### config.mk
export PLATFORM = sky130hd
export DESIGN_NAME = cbfc_regs
export DESIGN_NICKNAME = d
export VERILOG_FILES = /design/src/logic/cbfc_regs.v /design/src/logic/cbfc_tap_reg.v
export VERILOG_INCLUDE_DIRS = /design/src /design/src/logic
export SDC_FILE = /design/constraint.sdc
export NUM_CORES = 1
export LEC_CHECK = 0
export ABC_AREA = 1
export BUFFER_PORTS_ARGS = -buffer_cell sky130_fd_sc_hd__buf_2
export CAP_MARGIN = 20
export CELL_PAD_IN_SITES_DETAIL_PLACEMENT = 1
export CELL_PAD_IN_SITES_GLOBAL_PLACEMENT = 2
export CORE_MARGIN = 2
export CORE_UTILIZATION = 37
export DETAILED_ROUTE_END_ITERATION = 6
export PLACE_DENSITY = 0.95
export SLEW_MARGIN = 40
export SYNTH_ARGS = -nofsm -noshare
export SYNTH_HDL_FRONTEND = slang
export SYNTH_SLANG_ARGS = --single-unit
### constraint.sdc
create_clock -name I_REF_CLK -period 14.91 [get_ports I_REF_CLK]
set_input_delay 0.7455 -clock I_REF_CLK [delete_from_list [all_inputs] [get_ports I_REF_CLK]]
set_output_delay 0.7455 -clock I_REF_CLK [all_outputs]
set_load 0.02 [all_outputs]
### src/logic/cbfc_consts.vh
`ifndef CBFC_CONSTS_VH
`define CBFC_CONSTS_VH

// Register indices (word index, byte address is four times this)
`define CBFC_IDX_TAP2        11'h44a
`define CBFC_IDX_TAP4        11'h44e
`define CBFC_IDX_CENTER      11'h450
`define CBFC_IDX_TAP6        11'h453
`define CBFC_IDX_TAP7        11'h455
`define CBFC_IDX_TAP8        11'h457
`define CBFC_IDX_TAP9        11'h459
`define CBFC_IDX_CTRL        11'h460
`define CBFC_IDX_STATUS      11'h461

// Register and field widths
`define CBFC_TAP_REG_W       16
`define CBFC_TAP_FIELD_W     12
`define CBFC_CTR_REG_W       24
`define CBFC_CTR_FIELD_W     18

// Control and status field positions
`define CBFC_CTRL_DUAL_BIT   0
`define CBFC_STAT_DUAL_BIT   0
`define CBFC_STAT_PEND_BIT   1
`define CBFC_STAT_CNT_LSB    8

// Reset values
`define CBFC_COEF_RESET      32'h0000_0000
`define CBFC_CTRL_RESET      1'h0

`endif

### src/logic/cbfc_regs.v
// Operation
// - Every stored coefficient is applied as a signed two's-complement number.
// - Tap four is a 12-bit field, bits 11:0, at offset 0x44E.
// - Centre tap five is 18 bits, bits 17:0, of 24-bit register 0x450.
// - Tap six is a 12-bit field, bits 11:0, at offset 0x453.
// - Tap seven is a 12-bit field, bits 11:0, at offset 0x455.
// - Tap eight is a 12-bit field, bits 11:0, at offset 0x457.
// - Readback returns the coefficient field's top bit as zero, rest as written.
// - Reset clears every coefficient register, reserved bits too, to zero.
// - Tap two is a 12-bit signed field at offset 0x44A.
// - Tap nine is a 12-bit signed field at offset 0x459.
// - Channel-B taps apply in both modes; dual-channel mode only sets the filter enable.
`timescale 1ns/1ns
`default_nettype none
`include "cbfc_consts.vh"

module cbfc_regs #(
  parameter ADDR_W = 13
) (
  // Clock and reset
  input  wire               I_REF_CLK,
  input  wire               I_RST_N,
  // Avalon-MM slave
  input  wire [ADDR_W-1:0]  I_AVS_ADDRESS,
  input  wire               I_AVS_READ,
  input  wire               I_AVS_WRITE,
  input  wire [3:0]         I_AVS_BYTEENABLE,
  input  wire [31:0]        I_AVS_WRITEDATA,
  output reg  [31:0]        O_AVS_READDATA,
  output reg                O_AVS_WAITREQUEST,
  // Channel-B filter side
  output wire signed [11:0] O_TAP2_COEF,
  output wire signed [11:0] O_TAP4_COEF,
  output wire signed [17:0] O_CENTER_COEF,
  output wire signed [11:0] O_TAP6_COEF,
  output wire signed [11:0] O_TAP7_COEF,
  output wire signed [11:0] O_TAP8_COEF,
  output wire signed [11:0] O_TAP9_COEF,
  output reg                O_CHB_FILTER_EN,
  output reg                O_COEF_UPDATE
);

  ////////////////////////////////////////////////////////////////////////
  // Byte addresses
  //
  // Register map by word index; the byte address is four times it:
  //   0x44a  tap two      bits 15:12 spare, bits 11:0 coefficient
  //   0x44e  tap four     bits 15:12 spare, bits 11:0 coefficient
  //   0x450  centre tap   bits 23:18 spare, bits 17:0 coefficient
  //   0x453  tap six      bits 15:12 spare, bits 11:0 coefficient
  //   0x455  tap seven    bits 15:12 spare, bits 11:0 coefficient
  //   0x457  tap eight    bits 15:12 spare, bits 11:0 coefficient
  //   0x459  tap nine     bits 15:12 spare, bits 11:0 coefficient
  //   0x460  control      bit 0 dual-channel mode
  //   0x461  status       bit 0 filter enable, bit 1 apply pending,
  //                       bits 15:8 apply count, read only
  // Spare bits are plain storage: they keep and return what was written.
  // Lanes above a register's width are dropped; any other word in the
  // address space reads as zero, with no error response.
  // Everything clears to zero on reset, spare bits included.

  localparam [ADDR_W-1:0] A_TAP2   = {`CBFC_IDX_TAP2, 2'b00};
  localparam [ADDR_W-1:0] A_TAP4   = {`CBFC_IDX_TAP4, 2'b00};
  localparam [ADDR_W-1:0] A_CENTER = {`CBFC_IDX_CENTER, 2'b00};
  localparam [ADDR_W-1:0] A_TAP6   = {`CBFC_IDX_TAP6, 2'b00};
  localparam [ADDR_W-1:0] A_TAP7   = {`CBFC_IDX_TAP7, 2'b00};
  localparam [ADDR_W-1:0] A_TAP8   = {`CBFC_IDX_TAP8, 2'b00};
  localparam [ADDR_W-1:0] A_TAP9   = {`CBFC_IDX_TAP9, 2'b00};
  // Own control and status words sit just above the taps
  localparam [ADDR_W-1:0] A_CTRL   = {`CBFC_IDX_CTRL, 2'b00};
  localparam [ADDR_W-1:0] A_STATUS = {`CBFC_IDX_STATUS, 2'b00};

  ////////////////////////////////////////////////////////////////////////
  // Reset release

  // Two-stage copy of the reset pin
  reg        rst_meta;
  reg        rst_n;

  // Asynchronous assert, synchronous release through two flops
  // Release is timed to the clock so that no register leaves reset on
  // an edge that the pin's own timing might make metastable
  always @(posedge I_REF_CLK or negedge I_RST_N) begin
    if (!I_RST_N) begin
      rst_meta <= 1'b0;
      rst_n    <= 1'b0;
    end else begin
      rst_meta <= 1'b1;
      rst_n    <= rst_meta;
    end
  end

  ////////////////////////////////////////////////////////////////////////
  // Bus handshake

  // Decode, readback and status signals
  wire        wr_take;
  wire [6:0]  tap_wr;
  wire [6:0]  applied;
  wire [31:0] rd_tap2;
  wire [31:0] rd_tap4;
  wire [31:0] rd_center;
  wire [31:0] rd_tap6;
  wire [31:0] rd_tap7;
  wire [31:0] rd_tap8;
  wire [31:0] rd_tap9;
  reg  [31:0] next_rdata;
  reg  [31:0] status_word;
  wire        ctrl_wr;
  wire        any_applied;
  reg         dual_mode;
  reg         pending;
  reg  [7:0]  update_cnt;

  // A write takes effect only at the edge where waitrequest is low
  assign wr_take = I_AVS_WRITE && !O_AVS_WAITREQUEST;

  ////////////////////////////////////////////////////////////////////////
  // Write strobes

  // One strobe per tap; the full address is compared, so neighbouring
  // registers owned by other blocks never alias onto these taps
  assign tap_wr[0] = wr_take && (I_AVS_ADDRESS == A_TAP2);
  assign tap_wr[1] = wr_take && (I_AVS_ADDRESS == A_TAP4);
  assign tap_wr[2] = wr_take && (I_AVS_ADDRESS == A_CENTER);
  assign tap_wr[3] = wr_take && (I_AVS_ADDRESS == A_TAP6);
  assign tap_wr[4] = wr_take && (I_AVS_ADDRESS == A_TAP7);
  assign tap_wr[5] = wr_take && (I_AVS_ADDRESS == A_TAP8);
  assign tap_wr[6] = wr_take && (I_AVS_ADDRESS == A_TAP9);

  // Mode bit lives in the low lane only
  assign ctrl_wr = wr_take && (I_AVS_ADDRESS == A_CTRL) &&
                   I_AVS_BYTEENABLE[0];

  // Some tap finishing its apply this cycle
  assign any_applied = |applied;

  ////////////////////////////////////////////////////////////////////////
  // Wait state and read path

  // One wait state per access; read data registered with the answer
  //   edge 0  request sampled with waitrequest high, read data loaded
  //   edge 1  waitrequest sampled low: a write lands, read data stand
  //   edge 2  waitrequest high again, free for the next request
  //   a read and a write are never raised together
  // The fixed wait state costs a cycle per access but keeps the read
  // mux off the path to the bus outputs.
  always @(posedge I_REF_CLK or negedge rst_n) begin
    if (!rst_n) begin
      O_AVS_WAITREQUEST <= 1'b1;
      O_AVS_READDATA    <= 32'h0000_0000;
    end else if ((I_AVS_READ || I_AVS_WRITE) && O_AVS_WAITREQUEST) begin
      O_AVS_WAITREQUEST <= 1'b0;
      if (I_AVS_READ) begin
        O_AVS_READDATA <= next_rdata;
      end
    end else begin
      O_AVS_WAITREQUEST <= 1'b1;
    end
  end

  // Read mux; unmapped addresses read as zero
  // The whole address is decoded, so nothing aliases in the gaps
  always @* begin
    case (I_AVS_ADDRESS)
      A_TAP2:   next_rdata = rd_tap2;
      A_TAP4:   next_rdata = rd_tap4;
      A_CENTER: next_rdata = rd_center;
      A_TAP6:   next_rdata = rd_tap6;
      A_TAP7:   next_rdata = rd_tap7;
      A_TAP8:   next_rdata = rd_tap8;
      A_TAP9:   next_rdata = rd_tap9;
      A_CTRL:   next_rdata = {31'h0000_0000, dual_mode};
      A_STATUS: next_rdata = status_word;
      default:  next_rdata = 32'h0000_0000;
    endcase
  end

  ////////////////////////////////////////////////////////////////////////
  // Status word

  // Built from the field positions; every spare bit reads as zero
  // Pending and count let software see when an apply has landed
  always @* begin
    status_word                          = 32'h0000_0000;
    status_word[`CBFC_STAT_CNT_LSB +: 8] = update_cnt;
    status_word[`CBFC_STAT_PEND_BIT]     = pending;
    status_word[`CBFC_STAT_DUAL_BIT]     = O_CHB_FILTER_EN;
  end

  ////////////////////////////////////////////////////////////////////////
  // Coefficient registers

  // Tap two: 12-bit field, nibble above it kept as spare storage
  cbfc_tap_reg #(
    .REG_W   (`CBFC_TAP_REG_W),
    .FIELD_W (`CBFC_TAP_FIELD_W)
  ) u_tap2 (
    .i_clk     (I_REF_CLK),
    .i_rst_n   (rst_n),
    .i_wr      (tap_wr[0]),
    .i_be      (I_AVS_BYTEENABLE),
    .i_wdata   (I_AVS_WRITEDATA),
    .o_rdata   (rd_tap2),
    .o_coef    (O_TAP2_COEF),
    .o_applied (applied[0])
  );

  // Tap four
  cbfc_tap_reg #(
    .REG_W   (`CBFC_TAP_REG_W),
    .FIELD_W (`CBFC_TAP_FIELD_W)
  ) u_tap4 (
    .i_clk     (I_REF_CLK),
    .i_rst_n   (rst_n),
    .i_wr      (tap_wr[1]),
    .i_be      (I_AVS_BYTEENABLE),
    .i_wdata   (I_AVS_WRITEDATA),
    .o_rdata   (rd_tap4),
    .o_coef    (O_TAP4_COEF),
    .o_applied (applied[1])
  );

  // Centre tap carries the wider field in a three-byte register
  cbfc_tap_reg #(
    .REG_W   (`CBFC_CTR_REG_W),
    .FIELD_W (`CBFC_CTR_FIELD_W)
  ) u_center (
    .i_clk     (I_REF_CLK),
    .i_rst_n   (rst_n),
    .i_wr      (tap_wr[2]),
    .i_be      (I_AVS_BYTEENABLE),
    .i_wdata   (I_AVS_WRITEDATA),
    .o_rdata   (rd_center),
    .o_coef    (O_CENTER_COEF),
    .o_applied (applied[2])
  );

  // Tap six
  cbfc_tap_reg #(
    .REG_W   (`CBFC_TAP_REG_W),
    .FIELD_W (`CBFC_TAP_FIELD_W)
  ) u_tap6 (
    .i_clk     (I_REF_CLK),
    .i_rst_n   (rst_n),
    .i_wr      (tap_wr[3]),
    .i_be      (I_AVS_BYTEENABLE),
    .i_wdata   (I_AVS_WRITEDATA),
    .o_rdata   (rd_tap6),
    .o_coef    (O_TAP6_COEF),
    .o_applied (applied[3])
  );

  // Tap seven
  cbfc_tap_reg #(
    .REG_W   (`CBFC_TAP_REG_W),
    .FIELD_W (`CBFC_TAP_FIELD_W)
  ) u_tap7 (
    .i_clk     (I_REF_CLK),
    .i_rst_n   (rst_n),
    .i_wr      (tap_wr[4]),
    .i_be      (I_AVS_BYTEENABLE),
    .i_wdata   (I_AVS_WRITEDATA),
    .o_rdata   (rd_tap7),
    .o_coef    (O_TAP7_COEF),
    .o_applied (applied[4])
  );

  // Tap eight
  cbfc_tap_reg #(
    .REG_W   (`CBFC_TAP_REG_W),
    .FIELD_W (`CBFC_TAP_FIELD_W)
  ) u_tap8 (
    .i_clk     (I_REF_CLK),
    .i_rst_n   (rst_n),
    .i_wr      (tap_wr[5]),
    .i_be      (I_AVS_BYTEENABLE),
    .i_wdata   (I_AVS_WRITEDATA),
    .o_rdata   (rd_tap8),
    .o_coef    (O_TAP8_COEF),
    .o_applied (applied[5])
  );

  // Tap nine
  cbfc_tap_reg #(
    .REG_W   (`CBFC_TAP_REG_W),
    .FIELD_W (`CBFC_TAP_FIELD_W)
  ) u_tap9 (
    .i_clk     (I_REF_CLK),
    .i_rst_n   (rst_n),
    .i_wr      (tap_wr[6]),
    .i_be      (I_AVS_BYTEENABLE),
    .i_wdata   (I_AVS_WRITEDATA),
    .o_rdata   (rd_tap9),
    .o_coef    (O_TAP9_COEF),
    .o_applied (applied[6])
  );

  ////////////////////////////////////////////////////////////////////////
  // Mode control and status

  // Channel mode; single-channel leaves these taps unused by the filter
  // The enable is registered so that every filter-side output is a flop;
  // the filter sees a mode change one cycle after the control write
  always @(posedge I_REF_CLK or negedge rst_n) begin
    if (!rst_n) begin
      dual_mode       <= `CBFC_CTRL_RESET;
      O_CHB_FILTER_EN <= 1'b0;
    end else begin
      if (ctrl_wr) begin
        dual_mode <= I_AVS_WRITEDATA[`CBFC_CTRL_DUAL_BIT];
      end
      O_CHB_FILTER_EN <= dual_mode;
    end
  end

  // Pending flag: a new write wins over the apply that clears it
  // A write landing in an apply cycle keeps the flag up, since its own
  // apply is still to come; software polls it before trusting the filter
  always @(posedge I_REF_CLK or negedge rst_n) begin
    if (!rst_n) begin
      pending       <= 1'b0;
      update_cnt    <= 8'h00;
      O_COEF_UPDATE <= 1'b0;
    end else begin
      if (|tap_wr) begin
        pending <= 1'b1;
      end else if (any_applied) begin
        pending <= 1'b0;
      end
      // Counter wraps; software only looks for change
      // Eight bits are plenty to tell one apply from the next
      if (any_applied) begin
        update_cnt <= update_cnt + 8'h01;
      end
      O_COEF_UPDATE <= any_applied;
    end
  end

endmodule // cbfc_regs

`default_nettype wire

### src/logic/cbfc_tap_reg.v
`timescale 1ns/1ns
`default_nettype none

////////////////////////////////////////////////////////////////////////////
// One coefficient register: byte-lane writes, masked readback and a
// separate applied copy that the filter sees
module cbfc_tap_reg #(
  parameter REG_W   = 16,
  parameter FIELD_W = 12
) (
  // Clock and reset
  input  wire                      i_clk,
  input  wire                      i_rst_n,
  // Write access
  input  wire                      i_wr,
  input  wire [3:0]                i_be,
  input  wire [31:0]               i_wdata,
  // Readback and filter side
  output wire [31:0]               o_rdata,
  output reg  signed [FIELD_W-1:0] o_coef,
  output reg                       o_applied
);

  reg [REG_W-1:0] stored;
  reg             wr_d;
  integer         b;

  // Stored value, reserved bits included, lanes picked by byte enables
  always @(posedge i_clk or negedge i_rst_n) begin
    if (!i_rst_n) begin
      stored <= {REG_W{1'b0}};
    end else if (i_wr) begin
      for (b = 0; b < REG_W / 8; b = b + 1) begin
        if (i_be[b]) begin
          stored[b*8 +: 8] <= i_wdata[b*8 +: 8];
        end
      end
    end
  end

  // Top field bit always reads as zero; reserved bits read as written
  assign o_rdata = {{(32-REG_W){1'b0}}, stored[REG_W-1:FIELD_W],
                    1'b0, stored[FIELD_W-2:0]};

  // Applied one cycle after the bus write completes, never mid-write
  always @(posedge i_clk or negedge i_rst_n) begin
    if (!i_rst_n) begin
      wr_d      <= 1'b0;
      o_coef    <= {FIELD_W{1'b0}};
      o_applied <= 1'b0;
    end else begin
      wr_d      <= i_wr;
      o_applied <= wr_d;
      if (wr_d) begin
        o_coef <= $signed(stored[FIELD_W-1:0]);
      end
    end
  end

endmodule // cbfc_tap_reg

`default_nettype wire

# --- Word level (Yosys, flattened, before mapping) ---
# Cells that the tools add are included.
# W data, S select, Z words.
totals:
  output_inout_bits: 125
  input_bits: 53
  regBits: 271
op_classes:
  n_reduce_logical: 32
  n_addsub: 1
  eq_ne: 9
  mux: 4
op_table:
  columns: ["operator", "n"]
  rows:
  - ["$pmux W24 S9", 1]
  - ["$eq A13 B13 Y1 const B", 9]
  - ["$reduce_and A2 Y1", 16]
  - ["$reduce_or A7 Y1", 2]
  - ["$logic_and A1 B1 Y1", 11]
  - ["$add A8 B1 Y8 const B", 1]
  - ["$mux W1", 3]
  - ["$reduce_bool A2 Y1", 1]
  - ["$logic_not A1 Y1", 1]
  - ["$logic_or A1 B1 Y1", 1]

# --- Depth between registers and ports, before layout ---
logic_depth:
  ltp_word: 5
  ltp_mapped: 12
  mapped_depth_nobuf: 10

# --- Modules after synthesis ---
# A second synthesis with hierarchy kept.
hier_totals:
  cells_unflattened: 1881
  hier_area_um2: 14799.2
by_module_without_submodules:
  columns: ["module", "area_per_inst_um2", "seq_area_each_um2", "n_inst", "cells_per_inst"]
  rows:
  - ["cbfc_tap_reg (u_tap2 ...)", 1417.6, 750.7, 6, 155]
  - ["cbfc_regs", 4310.4, 1177.4, 1, 735]
  - ["cbfc_tap_reg (u_center)", 1983.2, 1101.1, 1, 216]

# --- Worst setup path after synthesis ---
# Ideal clock, no wire load.
synth_timing:
  kind: "input to register"
  start: "input port I_AVS_ADDRESS[11]"
  end: "register dual_mode"
  slack_ns: 12.930
  cell_stages: 8
  t_arrival_ns: 1.863
  required_time_ns: 14.792
  cell_sequence: "or2_4 nor2_8 buf_6 buf_2 nand3_1 o21ai_0 a21boi_1 inv_1"
synth_between:
  elab_chain_len: 3
synth_lines:
  columns: ["element", "line", "text"]
  rows:
  - ["from (decl)", "cbfc_regs.v:24", "input wire [ADDR_W-1:0] I_AVS_ADDRESS,"]
  - ["$eq A13 B13 Y1", "cbfc_regs.v:132", "assign ctrl_wr = wr_take && (I_AVS_ADDRESS == A_CTRL) &&"]
  - ["$logic_and A1 B1 Y1 (2 in series)", "cbfc_regs.v:132", null]
  - ["to (signal assigned)", "cbfc_regs.v:307", "dual_mode <= `CBFC_CTRL_RESET;"]
  - ["to (signal assigned)", "cbfc_regs.v:311", "dual_mode <= I_AVS_WRITEDATA[`CBFC_CTRL_DUAL_BIT];"]
  - ["to (decl)", "cbfc_regs.v:111", "reg dual_mode;"]
# No other way between the ends.
# A chain may end at the register's enable or synchronous reset.

# --- Worst setup path in the final report ---
layout_timing:
  start: "input port I_AVS_ADDRESS[9]"
  end: "register u_tap2.stored[7]"
layout_between:
  elab_chain_len: 3
layout_lines:
  columns: ["element", "line", "text"]
  rows:
  - ["$eq A13 B13 Y1", "cbfc_regs.v:123", "assign tap_wr[0] = wr_take && (I_AVS_ADDRESS == A_TAP2);"]
  - ["$logic_and A1 B1 Y1", "cbfc_regs.v:123", null]
  - ["$reduce_and A2 Y1 (no source line)", null, null]
  - ["to (signal assigned)", "cbfc_tap_reg.v:31", "stored <= {REG_W{1'b0}};"]
  - ["to (signal, indexed assignment)", "cbfc_tap_reg.v:35", "stored[b*8 +: 8] <= i_wdata[b*8 +: 8];"]
  - ["to (decl)", "cbfc_tap_reg.v:24", "reg [REG_W-1:0] stored;"]
# No other way between the ends.

==> metrics.cfg <==
[critical_path]
regToRegStartpoint=rst_n
startpoint_type=input pin
critPathMaxFanout=78
startpoint=I_AVS_ADDRESS[9]
path_class=input pin to flip-flop
arrival_ps=3510
critPathCaptureType=flip-flop
critical_path_required_ps=15330

[yosys]
async_reset_ff_share_pct=100
synth_seq_area_share_pct=58.7
postSynthAreaPerCell_sq_um=8.95
ys_top_cells_by_area=dfrtp_1, nand2_1, nand3_1, inv_1, nor2_1
syn_area_sq_mm=0.0112
synthCells=1249
synth_top_area_cell=dfrtp_1
ys_warn_count=0
synth_ff_type=dfrtp_1
synth_edf_count=0
synth.ff_latch_count=262
netlist.area_leader.share_pct=58.4
synth_cell_types=32

[outcome]
status=finished clean

[cts]
cts_buffers=29
clock_sinks=262
insertion_delay_ps=540
cts-root-buf=clkbuf_16
post_cts_buffers=0
clkTransAtPathRegs_ps=60
cts-hold-fix-buffers=1
cts_buffer_depth=3
cts_tree=yes
cts.repair.resized=0
htree_levels=1

[floorplan]
die_y_um=178
std_cell_rows=63
start_util_pct=37.6
fp.dieW_um=178
core_area_sq_mm=0.0297
dieArea_sq_mm=0.0316
io_pins=178

[layout]
syn_to_final_growth_pct=17.9
insertedDiodeCount=0
drive_above_1_share_pct=20.1
final_cell_mix=nand2_1, dfrtp_1, buf_2
postLayoutCoreUtil_pct=44.4
final_cells=1803
finalNetCount=1447
final_common_cell=nand2_1

[timing]
worst_hold_slack_ps=262
finalCritPeriodShare_pct=20.8
setup_tns_ps=0
worst_pin_slew_ps=808
hold_viol=0
clock.fmax_mhz=323
slew_headroom_pct=46.1
setup_violations=0
fin_skew_ps=8.45
rsz0062_at_grt=false
drv_slew=0
period_needed_ps=3100

[global_routing]
overflow=0
grt_pass1_wl_um=51700
grt_max_degree=79
track_usage_pct=21.0
antenna_found_initial=1
grt_pass1_vias=9302

[drt]
routedWlPerCell_um=18.0
drt_iter0_drc=479
vias_per_cell=4.95
antenna_left=0
drc=0
routed_wl_um=32400
vias=8927
drt_pass1_iterations=4

[place]
dp_cells=1750
dp_hpwl_um=22800
routabilityCongestion=0.778
io_buffers=159

[hold_path]
min_path_type=flip-flop to asynchronous set/reset pin

[pwr]
ir_drop_mv=0.0739
p_per_area_mw_per_mm2=110
p_leak_nw=6.96

[job]
maxCapViolCount=0

[cell type report]
cell class	instances	area (sq um)
fillers	3518	16500
flip-flops and latches	262	6570
multi-input cells	779	3760
repair buffers	167	882
clock buffers	42	835
inverters	154	578
well taps	390	488
clock inverters	9	75.1
[critical path, stage by stage]
cell and delay [ps]:
buf_2 90, inv_1 50, nand3_2 180, nor2_8 370, buf_4 700, nand2_1 220, inv_2 340, nand2_1 410
o21ai_1 280, inv_1 100
[synthesized netlist by cell type, types with 7 or more instances]
| cell type | count |
|---|---|
| a21oi_1 | 58 |
| clkbuf_1 | 27 |
| nand2_2 | 11 |
| mux2_2 | 33 |
| nor2_1 | 107 |
| nor3_1 | 7 |
| inv_1 | 151 |
| nor2_2 | 9 |
| dfrtp_1 | 261 |
| xor2_1 | 7 |
| o21ai_1 | 53 |
| buf_2 | 17 |
| nand3_1 | 122 |
| o21ai_0 | 69 |
| buf_4 | 13 |
| nand2_1 | 276 |
[routing by layer]
metal | vias up | part of all wire [%] | GRT usage (%)
met5 | - | 0 | 0
met4 | 0 | 1.9 | 4.20
li1 | 4228 | - | -
met3 | 47 | 4.5 | 2.78
met2 | 175 | 51 | 37.7
met1 | 4477 | 43 | 27.2
[state kept, by name (all words and copies together) (netlist names), 8 cells and up]
register,count
u_tap7.o_coef,12
u_center.stored,24
u_tap7.stored,16
u_tap4.o_coef,12
u_tap9.stored,16
u_tap9.o_coef,12
u_tap2.stored,16
u_tap4.stored,16
u_center.o_coef,18
u_tap6.stored,16
update_cnt,8
u_tap8.o_coef,12
u_tap2.o_coef,12
u_tap8.stored,16
O_AVS_READDATA,23
u_tap6.o_coef,12
[kinds of logic after synthesis]
logic type / count (synthesis) / synth area share [%]
buffers and inverters: 216 / 8.01
and+or+nand+nor: 546 / 21.1
muxes: 33 / 3.32
DFF: 262 / 58.7
AOI/OAI and AO/OA: 182 / 8.18
other: 2 / 0.0672
xor gates and xnor gates: 7 / 0.548
adders and majority gates: 1 / 0.112
[stage by stage]
stage                     cell area (sq um)  worst slack (ps)  total power, mW
after floorplan                       11200              7070            0.754
after global placement                12200             11260            0.773
after detailed placement              12200             11370            0.774
after CTS                             13200             11760             1.47
after global routing                  13200             11540             1.50
final                                 13200             11810             1.45
[where the power goes]
| group | leakage [nW] | internal [mW] | total [mW] | switching, mW |
|---|---|---|---|---|
| sequential | 3.35 | 0.713 | 0.715 | 0.00238 |
| combinational | 3.16 | 0.00873 | 0.0454 | 0.0366 |
| clock | 0.447 | 0.402 | 0.689 | 0.287 |
[path summary, 6_finish.rpt]
path	cells after the start	endpoint	slack (ps)
worst min register to register	0	u_tap8.o_coef[7]	260
max in group asynchronous	3	u_tap2.wr_d	12410
worst max-delay path	10	u_tap2.stored[7]	11810
min in group I_REF_CLK	0	rst_n	360
worst min-delay path	0	u_tap8.o_coef[7]	260
worst max register to register	3	u_tap2.wr_d	12410
Note: power is estimated with default switching activity, not from simulation.
